## config.mk

```make
export PLATFORM = sky130hd
export DESIGN_NAME = load_overvoltage_monitor
export DESIGN_NICKNAME = d
export VERILOG_FILES = /design/src/hw/load_ovp_pkg.sv /design/src/hw/ovp_period_checker.sv /design/src/hw/load_overvoltage_monitor.sv
export VERILOG_INCLUDE_DIRS = /design/src /design/src/hw
export SDC_FILE = /design/constraint.sdc
export NUM_CORES = 1
export LEC_CHECK = 0
export ABC_CLOCK_PERIOD_IN_PS = 1700
export BUFFER_PORTS_ARGS = -buffer_cell sky130_fd_sc_hd__buf_2
export CAP_MARGIN = 20
export CORE_MARGIN = 2
export CORE_UTILIZATION = 42
export DETAILED_ROUTE_END_ITERATION = 6
export PLACE_DENSITY_LB_ADDON = 0.3
export SLEW_MARGIN = 20
export SYNTH_ARGS = -nofsm -noshare
export SYNTH_HDL_FRONTEND = slang
export SYNTH_SLANG_ARGS = --single-unit
```

## constraint.sdc

```tcl
create_clock -name sys_clk -period 1.7 [get_ports sys_clk]
set_input_delay 0.17 -clock sys_clk [delete_from_list [all_inputs] [get_ports sys_clk]]
set_output_delay 0.17 -clock sys_clk [all_outputs]
set_load 0.01 [all_outputs]
```

## src/hw/load_ovp_regs.svh

```systemverilog
// Register offsets, field positions, reset values and timing counts of the load overvoltage monitor.
`ifndef LOAD_OVP_REGS_SVH
`define LOAD_OVP_REGS_SVH

// Register indexes; the byte address on the bus is four times the index.
`define LOV_IDX_LIMIT 8'h33
`define LOV_IDX_STATUS 8'h40
`define LOV_IDX_MASK 8'h41
`define LOV_IDX_STATE 8'h42

// Fields of the limit register.
`define LOV_CODE_MSB 7
`define LOV_CODE_LSB 3
`define LOV_REMOTE_BIT 2
`define LOV_SAMPLES_MSB 1
`define LOV_SAMPLES_LSB 0

// Status and mask bits.
`define LOV_ST_TRIP 0
`define LOV_ST_EXCEED 1
`define LOV_ST_WIDTH 2

// Reset values.
`define LOV_LIMIT_RESET 8'h00
`define LOV_MASK_RESET 2'b00

// Threshold = (offset + code) / 128 of the 1.55 V full scale.
`define LOV_THR_OFFSET 89
`define LOV_THR_STEPS_LOG2 7

// Sampling period in microseconds and the clock rate in MHz.
`define LOV_PERIOD_US 80
`define LOV_CLK_MHZ 40
`define LOV_PERIOD_CYCLES (`LOV_PERIOD_US * `LOV_CLK_MHZ)

// Longest run of exceeding periods that can be asked for.
`define LOV_RUN_MAX 3'd4

`endif

```

## src/hw/load_ovp_pkg.sv

```systemverilog
// Types shared by the load overvoltage monitor.
package load_ovp_pkg;
   typedef logic [4:0] ovp_code_t;
   typedef logic [1:0] samples_t;
   typedef logic [2:0] run_t;
   typedef struct packed {
      ovp_code_t code;
      logic remote;
      samples_t samples;
   } limit_s;
endpackage : load_ovp_pkg

```

## src/hw/ovp_period_checker.sv

```systemverilog
// Counts consecutive exceeding sampling periods and raises the overvoltage flag.
module ovp_period_checker
   import load_ovp_pkg::*;
(
   input wire logic sys_clk,
   input wire logic rst_n,
   input wire logic period_end,
   input wire logic exceed,
   input wire samples_t samples,
   output logic ovp_level,
   output logic trip,
   output run_t run_count
);
`include "load_ovp_regs.svh"

   run_t run_q, run_d;
   logic level_q, level_d;
   logic trip_q, trip_d;

   always_comb begin
      run_d = run_q;
      level_d = level_q;
      trip_d = 1'b0;
      if (period_end) begin
         if (exceed) begin
            // Saturate so a long overvoltage cannot wrap back below the limit.
            run_d = (run_q == `LOV_RUN_MAX) ? run_q : run_q + 3'd1;
         end else begin
            run_d = 3'd0;
         end
         level_d = run_d > {1'b0, samples};
         trip_d = level_d & ~level_q;
      end
   end

   always_ff @(posedge sys_clk or negedge rst_n) begin
      if (!rst_n) begin
         run_q <= 3'd0;
         level_q <= 1'b0;
         trip_q <= 1'b0;
      end else begin
         run_q <= run_d;
         level_q <= level_d;
         trip_q <= trip_d;
      end
   end

   assign ovp_level = level_q;
   assign trip = trip_q;
   assign run_count = run_q;

   property p_broken_run;
      @(posedge sys_clk) disable iff (!rst_n)
      period_end && !exceed |=> run_q == 3'd0 && !level_q;
   endproperty
   a_broken_run: assert property (p_broken_run) else $error("run not cleared by a quiet period");

   property p_single_sample;
      @(posedge sys_clk) disable iff (!rst_n)
      period_end && exceed && samples == 2'b00 |=> level_q;
   endproperty
   a_single_sample: assert property (p_single_sample) else $error("one exceeding period did not flag");

   property p_run_needed;
      @(posedge sys_clk) disable iff (!rst_n)
      $rose(level_q) |-> run_q == {1'b0, samples} + 3'd1;
   endproperty
   a_run_needed: assert property (p_run_needed) else $error("flag rose at wrong run length");

   property p_not_early;
      @(posedge sys_clk) disable iff (!rst_n)
      period_end && exceed && run_q < {1'b0, samples} && !level_q |=> !level_q;
   endproperty
   a_not_early: assert property (p_not_early) else $error("flag raised before enough periods");

   property p_trip_pulse;
      @(posedge sys_clk) disable iff (!rst_n)
      trip_q |-> level_q ##1 !trip_q;
   endproperty
   a_trip_pulse: assert property (p_trip_pulse) else $error("trip is not a single pulse with the flag");

   c_four_run: cover property (@(posedge sys_clk) disable iff (!rst_n) samples == 2'b11 && $rose(level_q));
   c_broken: cover property (@(posedge sys_clk) disable iff (!rst_n) run_q == 3'd2 ##1 run_q == 3'd0);
endmodule : ovp_period_checker

```

## src/hw/load_overvoltage_monitor.sv

```systemverilog
// Load overvoltage monitor with its APB register file, sampling period timer and interrupt.
`include "load_ovp_regs.svh"
module load_overvoltage_monitor
   import load_ovp_pkg::*;
#(
   parameter int ADC_W = 12,
   parameter int PERIOD_CYCLES = `LOV_PERIOD_CYCLES
)
(
   input wire logic sys_clk,
   input wire logic rstn,
   input wire logic psel,
   input wire logic penable,
   input wire logic pwrite,
   input wire logic [11:0] paddr,
   input wire logic [31:0] pwdata,
   output logic [31:0] prdata,
   output logic pready,
   output logic pslverr,
   input wire logic [ADC_W-1:0] load_sense_voltage_a,
   input wire logic [ADC_W-1:0] remote_load_sense_node,
   input wire logic soft_start_active,
   input wire logic output_isolation_switch_off,
   output logic period_strobe,
   output logic overvoltage_protection,
   output logic regulate_from_remote,
   output logic irq
);

   localparam int PCNT_W = $clog2(PERIOD_CYCLES);
   localparam logic [PCNT_W-1:0] PCNT_LAST = PCNT_W'(PERIOD_CYCLES - 1);
   localparam int THR_SHIFT = ADC_W - `LOV_THR_STEPS_LOG2;
   localparam logic [ADC_W-1:0] THR_OFFSET = ADC_W'(`LOV_THR_OFFSET);

   // Reset release through two flops; assertion stays asynchronous.
   logic rst_meta_q, rst_n;
   always_ff @(posedge sys_clk or negedge rstn) begin
      if (!rstn) begin
         rst_meta_q <= 1'b0;
         rst_n <= 1'b0;
      end else begin
         rst_meta_q <= 1'b1;
         rst_n <= rst_meta_q;
      end
   end

   // One-hot register select: limit, status, mask, state.
   function automatic logic [3:0] reg_sel(input logic [11:0] addr);
      logic [3:0] sel;
      sel = 4'b0000;
      if (addr[1:0] == 2'b00) begin
         case (addr[11:2])
            10'(`LOV_IDX_LIMIT): sel = 4'b0001;
            10'(`LOV_IDX_STATUS): sel = 4'b0010;
            10'(`LOV_IDX_MASK): sel = 4'b0100;
            10'(`LOV_IDX_STATE): sel = 4'b1000;
            default: sel = 4'b0000;
         endcase
      end
      return sel;
   endfunction : reg_sel

   limit_s limit_q, limit_d;
   logic [`LOV_ST_WIDTH-1:0] status_q, status_d, mask_q, mask_d;
   logic [31:0] rdata_q, rdata_d;
   logic [PCNT_W-1:0] pcnt_q, pcnt_d;
   logic remote_q, remote_d;
   logic [ADC_W-1:0] threshold;
   logic period_end, exceed_a, exceed_b, exceed;
   logic ovp_level, trip;
   run_t run_count;
   logic [3:0] sel;
   logic access, wr, rd;

   assign sel = reg_sel(paddr);
   assign access = psel & penable;
   assign wr = access & pwrite & (sel != 4'b0000);
   assign rd = access & ~pwrite;
   // Zero wait states: read data is prepared in the setup cycle.
   assign pready = 1'b1;
   assign pslverr = access & (sel == 4'b0000);

   // Threshold in ADC codes whose full scale stands for 1.55 V.
   assign threshold = (THR_OFFSET + ADC_W'(limit_q.code)) << THR_SHIFT;
   assign period_end = pcnt_q == PCNT_LAST;
   assign exceed_a = load_sense_voltage_a > threshold;
   assign exceed_b = remote_load_sense_node > threshold;
   assign exceed = exceed_a | exceed_b;

   always_comb begin
      pcnt_d = period_end ? '0 : pcnt_q + PCNT_W'(1);
      // Local sensing only while soft start or the isolation switch is off.
      remote_d = limit_q.remote | ~(soft_start_active | output_isolation_switch_off);
   end

   always_ff @(posedge sys_clk or negedge rst_n) begin
      if (!rst_n) begin
         pcnt_q <= '0;
         remote_q <= 1'b0;
      end else begin
         pcnt_q <= pcnt_d;
         remote_q <= remote_d;
      end
   end

   ovp_period_checker u_checker (
      .sys_clk(sys_clk),
      .rst_n(rst_n),
      .period_end(period_end),
      .exceed(exceed),
      .samples(limit_q.samples),
      .ovp_level(ovp_level),
      .trip(trip),
      .run_count(run_count)
   );

   always_comb begin
      logic [`LOV_ST_WIDTH-1:0] set;
      logic [`LOV_ST_WIDTH-1:0] clr;
      set = '0;
      clr = '0;
      limit_d = limit_q;
      mask_d = mask_q;
      rdata_d = rdata_q;
      set[`LOV_ST_TRIP] = trip;
      set[`LOV_ST_EXCEED] = period_end & exceed;
      if (wr && sel[0]) begin
         limit_d = limit_s'(pwdata[7:0]);
      end
      if (wr && sel[2]) begin
         mask_d = pwdata[`LOV_ST_WIDTH-1:0];
      end
      // A read clears only the bits it returned, so an event after the setup cycle waits for the next read.
      if (rd && sel[1]) begin
         clr = rdata_q[`LOV_ST_WIDTH-1:0];
      end
      status_d = (status_q & ~clr) | set;
      if (psel && !penable) begin
         case (sel)
            4'b0001: rdata_d = {24'h00_0000, limit_q};
            4'b0010: rdata_d = {30'h0000_0000, status_q};
            4'b0100: rdata_d = {30'h0000_0000, mask_q};
            4'b1000: rdata_d = {28'h000_0000, run_count, ovp_level};
            default: rdata_d = 32'h0000_0000;
         endcase
      end
   end

   always_ff @(posedge sys_clk or negedge rst_n) begin
      if (!rst_n) begin
         limit_q <= limit_s'(`LOV_LIMIT_RESET);
         status_q <= '0;
         mask_q <= `LOV_MASK_RESET;
         rdata_q <= 32'h0000_0000;
      end else begin
         limit_q <= limit_d;
         status_q <= status_d;
         mask_q <= mask_d;
         rdata_q <= rdata_d;
      end
   end

   assign prdata = rdata_q;
   assign period_strobe = period_end;
   assign overvoltage_protection = ovp_level;
   assign regulate_from_remote = remote_q;
   assign irq = |(status_q & mask_q);

   property p_threshold;
      @(posedge sys_clk) disable iff (!rst_n)
      threshold == ADC_W'((`LOV_THR_OFFSET + int'(limit_q.code)) * (2 ** THR_SHIFT));
   endproperty
   a_threshold: assert property (p_threshold) else $error("threshold does not follow the code");

   property p_range;
      @(posedge sys_clk) disable iff (!rst_n)
      (limit_q.code == 5'd0 -> threshold == ADC_W'(89 << THR_SHIFT)) &&
      (limit_q.code == 5'd31 -> threshold == ADC_W'(120 << THR_SHIFT));
   endproperty
   a_range: assert property (p_range) else $error("threshold end points wrong");

   property p_strict;
      @(posedge sys_clk) disable iff (!rst_n)
      period_end && load_sense_voltage_a == threshold && remote_load_sense_node <= threshold
         |=> !status_q[`LOV_ST_EXCEED] || $past(status_q[`LOV_ST_EXCEED]);
   endproperty
   a_strict: assert property (p_strict) else $error("equal voltage counted as exceeding");

   property p_period;
      @(posedge sys_clk) disable iff (!rst_n)
      period_end |=> !period_end && pcnt_q == PCNT_W'(0);
   endproperty
   a_period: assert property (p_period) else $error("sampling period not restarted");

   property p_period_len;
      @(posedge sys_clk) disable iff (!rst_n)
      pcnt_q < PCNT_LAST |-> !period_end;
   endproperty
   a_period_len: assert property (p_period_len) else $error("period ended early");

   property p_remote;
      @(posedge sys_clk) disable iff (!rst_n)
      limit_q.remote |=> regulate_from_remote;
   endproperty
   a_remote: assert property (p_remote) else $error("remote regulation not forced by bit 2");

   property p_local;
      @(posedge sys_clk) disable iff (!rst_n)
      !limit_q.remote && soft_start_active |=> !regulate_from_remote;
   endproperty
   a_local: assert property (p_local) else $error("soft start did not select local sense");

   property p_trip_sticky;
      @(posedge sys_clk) disable iff (!rst_n)
      trip |=> status_q[`LOV_ST_TRIP];
   endproperty
   a_trip_sticky: assert property (p_trip_sticky) else $error("trip event lost in status");

   c_trip_irq: cover property (@(posedge sys_clk) disable iff (!rst_n) $rose(irq));
   c_read_clear: cover property (@(posedge sys_clk) disable iff (!rst_n) rd && sel[1] && status_q != '0);
   c_local: cover property (@(posedge sys_clk) disable iff (!rst_n) $fell(regulate_from_remote));
endmodule : load_overvoltage_monitor

```

=== After elaboration in Yosys (flattened, before gate mapping) ===
Index checks and enable logic that the tools add are counted.

* Bits in registers: 64
* Bits of input ports: 75
* Output and inout bits: 38
* Logic and storage cells: 64

* Add/sub/neg operators: 3
* Order comparisons: 3
* Eq/ne operators: 10
* Muxes and demuxes: 9
* Bitwise logic cells: 17
* Reduce and logical (&&, ||, !) cells: 9

{| class="wikitable"
|+ Operators with widths
! operator !! number
|-
| one-hot mux 8 bit (4 select lines) || 1
|-
| equality test 10 x 7 -> 1 bit, second input constant || 3
|-
| > comparator 12 bit || 2
|-
| one-hot mux 4 bit (4 select lines) || 1
|-
| adder 12 x 1 -> 12 bit, second input constant || 1
|-
| equality test 12 bit, second input constant || 1
|-
| 2-to-1 mux 12 bit || 1
|-
| equality test 10 x 6 -> 1 bit, second input constant || 1
|-
| 2-to-1 mux 3 bit || 3
|-
| adder 7 x 5 -> 7 bit, first input constant || 1
|-
| AND 1 bit || 7
|-
| AND 2 bit || 2
|-
| equality test 4 x 1 -> 1 bit, second input constant || 1
|-
| equality test 4 x 2 -> 1 bit, second input constant || 1
|-
| equality test 4 x 3 -> 1 bit, second input constant || 1
|-
| equality test 4 bit, second input constant || 1
|-
| logical AND 1 bit || 4
|-
| logical NOT 4 bit || 1
|-
| 2-to-1 mux 4 bit || 1
|-
| nonzero test 4 bit || 1
|-
| adder 3 x 1 -> 3 bit, second input constant || 1
|-
| equality test 3 bit, second input constant || 1
|-
| > comparator 3 x 2 -> 1 bit || 1
|-
| inverter 1 bit || 3
|-
| 8 further kinds || 10
|}

=== Logic depth before layout (Yosys ltp) ===
* Word-level depth: 8
* Gate-level depth with buffers: 13
* Depth with buffers taken out: 13

=== Hierarchy ===
Synthesis repeated with hierarchy kept, for this count alone.

* Cell total of the unflattened synthesis: 248
* Area, all modules: 2,557.5 um2

{| class="wikitable"
|+ Modules (own cells, without submodules)
! module !! times used !! cells an instance !! area an instance (um2) !! seq. area each (um2)
|-
| load_overvoltage_monitor || 1 || 216 || 2,248.4 || 875.8
|-
| ovp_period_checker || 1 || 32 || 309.0 || 125.1
|}

=== Least setup slack after synthesis ===
No wires, ideal clock.

* Path kind: register -> register
* Start point: register limit_q[3] in the netlist's numbering
* End point: register u_checker.level_q, in the netlist u_checker.ovp_level
* Setup time: 0.147 ns
* Data arrival time: 3.148 ns
* Data required time: 1.553 ns
* Path slack: -1.595 ns
* Cell stages (with the launch flop): 14
* Path buffers: 0
* Period minus slack after synthesis: 3.295 ns
* Cell sequence: dfrtp_1 ha_1 xnor2_1 ha_1 or4b_1 or4_1 o21ai_1 nand3_1 a32oi_2 nor2b_1 ha_1 nor2b_1 o21ai_0 a31oi_1

* Longest elaborated chain between the ends: 6
* Elaborated cells on any way between the ends: 7
* Classes of those cells: add/sub (1); order compare (3); mux (2); bitwise (1)

{| class="wikitable"
|+ Ends and longest elaborated chain
! element !! line !! RTL
|-
| start: declaration || load_overvoltage_monitor.sv:63 || <nowiki>limit_s limit_q, limit_d;</nowiki>
|-
| start signal: assignment || load_overvoltage_monitor.sv:151 || <nowiki>limit_q <= limit_s'(`LOV_LIMIT_RESET);</nowiki>
|-
| start signal: assignment || load_overvoltage_monitor.sv:156 || <nowiki>limit_q <= limit_d;</nowiki>
|-
| adder 7 x 5 -> 7 bit * || load_overvoltage_monitor.sv:84 || <nowiki>assign threshold = (THR_OFFSET + ADC_W'(limit_q.code)) << THR_SHIFT;</nowiki>
|-
| > comparator 12 bit, on equally long branches || load_overvoltage_monitor.sv:86, load_overvoltage_monitor.sv:87 ||
|-
| OR 1 bit * || load_overvoltage_monitor.sv:88 || <nowiki>assign exceed = exceed_a | exceed_b;</nowiki>
|-
| 2-to-1 mux 3 bit * || ovp_period_checker.sv:25 || <nowiki>if (exceed) begin</nowiki>
|-
| 2-to-1 mux 3 bit * || ovp_period_checker.sv:24 || <nowiki>if (period_end) begin</nowiki>
|-
| > comparator 3 x 2 -> 1 bit * || ovp_period_checker.sv:31 || <nowiki>level_d = run_d > {1'b0, samples};</nowiki>
|-
| end signal: assignment || ovp_period_checker.sv:43 || <nowiki>level_q <= level_d;</nowiki>
|-
| end: declaration || ovp_period_checker.sv:17 || <nowiki>logic level_q, level_d;</nowiki>
|}

Mark *: on every way between the ends. The rest lies on a longest branch, timed or not. The select of a mux whose other input is x is not followed.
A chain may end at the register's enable or synchronous reset.

=== Worst setup path in the final report ===
Ends and elaborated chain as after synthesis.

==> metrics.txt <==
# TYPE chip_impl_metric gauge
chip_impl_info{name="dominantRegCellSynth",value="sky130_fd_sc_hd__dfrtp_1"} 1
chip_impl_metric{name="maximum_vdd_ir_drop",unit="mV"} 0.3698
chip_impl_metric{name="worstSkewPairLatency",unit="ns"} 0.29
chip_impl_metric{name="power_density",unit="nW/um2"} 591.8
chip_impl_metric{name="dp_slack",unit="ns"} -1.628
chip_impl_metric{name="place.gp.congestion",unit=""} 0.8637
chip_impl_metric{name="post_synth_num_cell_types",unit=""} 49
chip_impl_info{name="grt_setup_unrepaired",value="yes"} 1
chip_impl_metric{name="leakage",unit="uW"} 0.001774
chip_impl_metric{name="dp_hpwl",unit="mm"} 4.150
chip_impl_metric{name="die_w",unit="um"} 79.93
chip_impl_metric{name="cts_made_buffers",unit=""} 5
chip_impl_info{name="critPathKind",value="reg -> reg"} 1
chip_impl_metric{name="synthToLayoutAreaGrowth",unit="%"} 39.64
chip_impl_metric{name="instances_no_fill",unit=""} 440
chip_impl_metric{name="routed_wirelength",unit="mm"} 5.533
chip_impl_metric{name="hold_viol_final",unit=""} 0
chip_impl_info{name="endpoint_kind",value="register"} 1
chip_impl_metric{name="syn-cell-area",unit="um2"} 2421
chip_impl_metric{name="synth_enable_flop_cells",unit=""} 0
chip_impl_info{name="layout.cells.most_common_list",value="sky130_fd_sc_hd__buf_2 (61), sky130_fd_sc_hd__buf_4 (49), sky130_fd_sc_hd__dfrtp_1 (40)"} 1
chip_impl_metric{name="gr-usage-all-layers",unit="%"} 17.45
chip_impl_metric{name="synth-seq-cells",unit=""} 40
chip_impl_metric{name="clock_tree.htree_level_count",unit=""} 2
chip_impl_info{name="outcome",value="finished with violations"} 1
chip_impl_metric{name="numPlacedInstances",unit=""} 412
chip_impl_metric{name="period_minus_slack",unit="ns"} 3.392
chip_impl_metric{name="portBuffers",unit=""} 63
chip_impl_metric{name="timing.final.ws_setup",unit="ns"} -1.692
chip_impl_metric{name="setup_viol_count_final",unit=""} 6
chip_impl_metric{name="drive_above_1_share",unit="%"} 42.39
chip_impl_metric{name="viasPerCell",unit=""} 4.816
chip_impl_metric{name="power.switching_fraction",unit="%"} 23.03
chip_impl_metric{name="p_int",unit="uW"} 1540
chip_impl_metric{name="critPathRequiredTime",unit="ns"} 1.88
chip_impl_metric{name="grt_first_pass_wirelength",unit="mm"} 8.749
chip_impl_metric{name="p_switching",unit="uW"} 460.8
chip_impl_metric{name="ys_seq_area_share",unit="%"} 41.34
chip_impl_metric{name="io_pins",unit=""} 113
chip_impl_info{name="mostFrequentLayoutCell",value="sky130_fd_sc_hd__buf_2"} 1
chip_impl_metric{name="grt_pass1_vias",unit=""} 1948
chip_impl_metric{name="worst_clock_skew",unit="ns"} 0.002245
chip_impl_metric{name="syn-instance-count",unit=""} 250
chip_impl_metric{name="power.share.combinational",unit="%"} 11.1
chip_impl_metric{name="maxSlewViolCount",unit=""} 0
chip_impl_metric{name="yosysWarningCount",unit=""} 0
chip_impl_metric{name="drcViolationCount",unit=""} 0
chip_impl_metric{name="overflow",unit=""} 0
chip_impl_metric{name="post_synth.cell_area_avg",unit="um2"} 9.684
chip_impl_metric{name="detail_route.wl_per_cell",unit="um"} 12.58
chip_impl_metric{name="whs",unit="ns"} 0.04330
chip_impl_metric{name="critPathMaxFanout",unit=""} 2
chip_impl_metric{name="async_reset_ff_share",unit="%"} 100.0
chip_impl_metric{name="die_h",unit="um"} 79.93
chip_impl_info{name="cts_tree",value="built"} 1
chip_impl_metric{name="route.vias.total",unit=""} 2119
chip_impl_metric{name="grt_start_max_net_pins",unit=""} 39
chip_impl_metric{name="power.clock.fraction",unit="%"} 40.9
chip_impl_metric{name="die_area",unit="um2"} 6388
chip_impl_metric{name="core_area",unit="um2"} 5540
chip_impl_metric{name="drt_first_pass_iters",unit=""} 4
chip_impl_info{name="failed_checks",value="setup timing"} 1
chip_impl_metric{name="drt_first_iter_violations",unit=""} 67
chip_impl_metric{name="fmax",unit="GHz"} 0.2948
chip_impl_metric{name="cts_sinks",unit=""} 40
chip_impl_metric{name="finish.net_count",unit=""} 458
chip_impl_metric{name="power.sequential.fraction",unit="%"} 48.0
chip_impl_metric{name="clockBufferDepth",unit=""} 2
chip_impl_metric{name="ant_nets",unit=""} 0
chip_impl_metric{name="std_cell_rows",unit=""} 27
chip_impl_metric{name="clkSlewWorstSetupHoldPaths",unit="ns"} 0.08
chip_impl_metric{name="cap_violations",unit=""} 0
chip_impl_info{name="root_buffer",value="sky130_fd_sc_hd__clkbuf_8"} 1
chip_impl_metric{name="worst_ep_arrival_time",unit="ns"} 3.57
chip_impl_info{name="hold_class",value="in -> reg"} 1
chip_impl_metric{name="antenna_found_initial",unit=""} 0
chip_impl_info{name="worstSetupStartpointType",value="register"} 1
chip_impl_metric{name="antennaDiodeCount",unit=""} 0
chip_impl_metric{name="floorplan.initialDensity",unit="%"} 43.70
chip_impl_metric{name="period_share",unit="%"} 199.5
[cell families (layout without fill, tap and decap cells)]
family / count (synthesis) / after routing / share of synthesized area (%)
buffers and inverters: 38 / 132 / 9.819
XOR/XNOR: 14 / 14 / 5.375
other: 2 / 26 / 0.3102
flip-flops: 40 / 40 / 41.34
AO/OA/AOI/OAI: 42 / 42 / 11.16
multiplexers: 10 / 10 / 4.548
adder cells (fa/ha/maj): 16 / 16 / 8.269
AND/OR/NAND/NOR: 88 / 88 / 19.17
[repair_timing]
item,in CTS,in global routing
pin swaps,3,8
resized for setup,6,18
setup endpoints to repair,7,8
hold buffers,1,0
setup buffers,4,15
hold endpoints to repair,2,0
[worst paths after layout]
check / start / endpoint / slack [ns] / cells after the start
worst max-delay path: limit_q[3] / u_checker.ovp_level / -1.69 / 13
worst min register to register: rst_n / pcnt_q[0] / 0.29 / 1
worst min-delay path: soft_start_active / regulate_from_remote / 0.04 / 2
min in group asynchronous: rstn / rst_meta_q / 0.18 / 2
max in group asynchronous: rst_n / pcnt_q[4] / 1.06 / 1
worst max register to register: limit_q[3] / u_checker.ovp_level / -1.69 / 13
[synthesized netlist by cell type, types with 5 or more instances]
library cell,instances,area [um2]
sky130_fd_sc_hd__inv_1,9,33.78
sky130_fd_sc_hd__mux2_2,8,90.09
sky130_fd_sc_hd__ha_1,16,200.2
sky130_fd_sc_hd__dfrtp_1,40,1001
sky130_fd_sc_hd__xor2_1,6,52.55
sky130_fd_sc_hd__nand3_1,8,40.04
sky130_fd_sc_hd__nor2_1,13,48.80
sky130_fd_sc_hd__o21ai_0,16,80.08
sky130_fd_sc_hd__a21oi_1,5,25.02
sky130_fd_sc_hd__nand2_1,34,127.6
sky130_fd_sc_hd__nor2b_1,7,43.79
sky130_fd_sc_hd__xnor2_1,7,61.31
sky130_fd_sc_hd__buf_4,25,187.7
[layout make-up]
cell class | count | area (um2)
tap | 72 | 90.09
clock buffer | 6 | 82.58
multi-input combinational | 196 | 1395
sequential | 40 | 1001
inverter | 9 | 36.28
clock inverter | 2 | 38.79
fill | 481 | 2160
timing repair buffer | 115 | 737.0
[sequential cells by signal, summed over array words and instances (netlist names)]
name,count
u_checker.run_count,3
status_q,2
prdata,8
pcnt_q,12
u_checker.ovp_level,1
rst_meta_q,1
rst_n,1
mask_q,2
u_checker.trip,1
regulate_from_remote,1
limit_q,8
[metrics by stage]
stage | area [um2] | total power [uW] | utilization, % | TNS (ns)
final | 3381 | 2001 | 61.02 | -8.709
after global routing | 3381 | 2092 | 61.02 | -9.348
after CTS | 3183 | 2011 | 57.45 | -7.591
after detailed placement | 3004 | 1181 | 54.22 | -8.944
after global placement | 3004 | 1178 | 54.22 | -8.378
after floorplan | 2557 | 1120 | - | -7.492
[worst max-delay path, stage by stage (launching register included)]
cell,delay (ns)
sky130_fd_sc_hd__dfrtp_1,0.40
sky130_fd_sc_hd__ha_2,0.21
sky130_fd_sc_hd__xnor2_2,0.14
sky130_fd_sc_hd__ha_1,0.31
sky130_fd_sc_hd__or4b_4,0.46
sky130_fd_sc_hd__or4_4,0.51
sky130_fd_sc_hd__o21ai_2,0.13
sky130_fd_sc_hd__nand3_1,0.10
sky130_fd_sc_hd__a32oi_2,0.23
sky130_fd_sc_hd__nor2b_1,0.10
sky130_fd_sc_hd__ha_1,0.30
sky130_fd_sc_hd__nor2b_4,0.13
sky130_fd_sc_hd__o21ai_2,0.16
sky130_fd_sc_hd__a31oi_1,0.10
[power by group through the flow]
stage | sequential (uW) | combinational, uW | clock, uW
6_report | 961 | 222 | 818
5_1_grt | 962 | 245 | 885
4_1_cts | 961 | 209 | 841
3_5_place_dp | 980 | 201 | 0
3_3_place_gp | 980 | 199 | 0
2_1_floorplan | 992 | 128 | 0
[metal layers]
metal / global-route usage, % / up-vias / share of wire (%) / wire length (um)
met2: 26.92 / 73 / 45 / 2509
li1: - / 1051 / - / -
met4: 5.085 / 0 / 1.5 / 85
met1: 24.98 / 988 / 47 / 2590
met3: 3.167 / 7 / 6.3 / 347
met5: 0 / - / 0 / 0
Note: power is estimated with default switching activity, not from simulation.
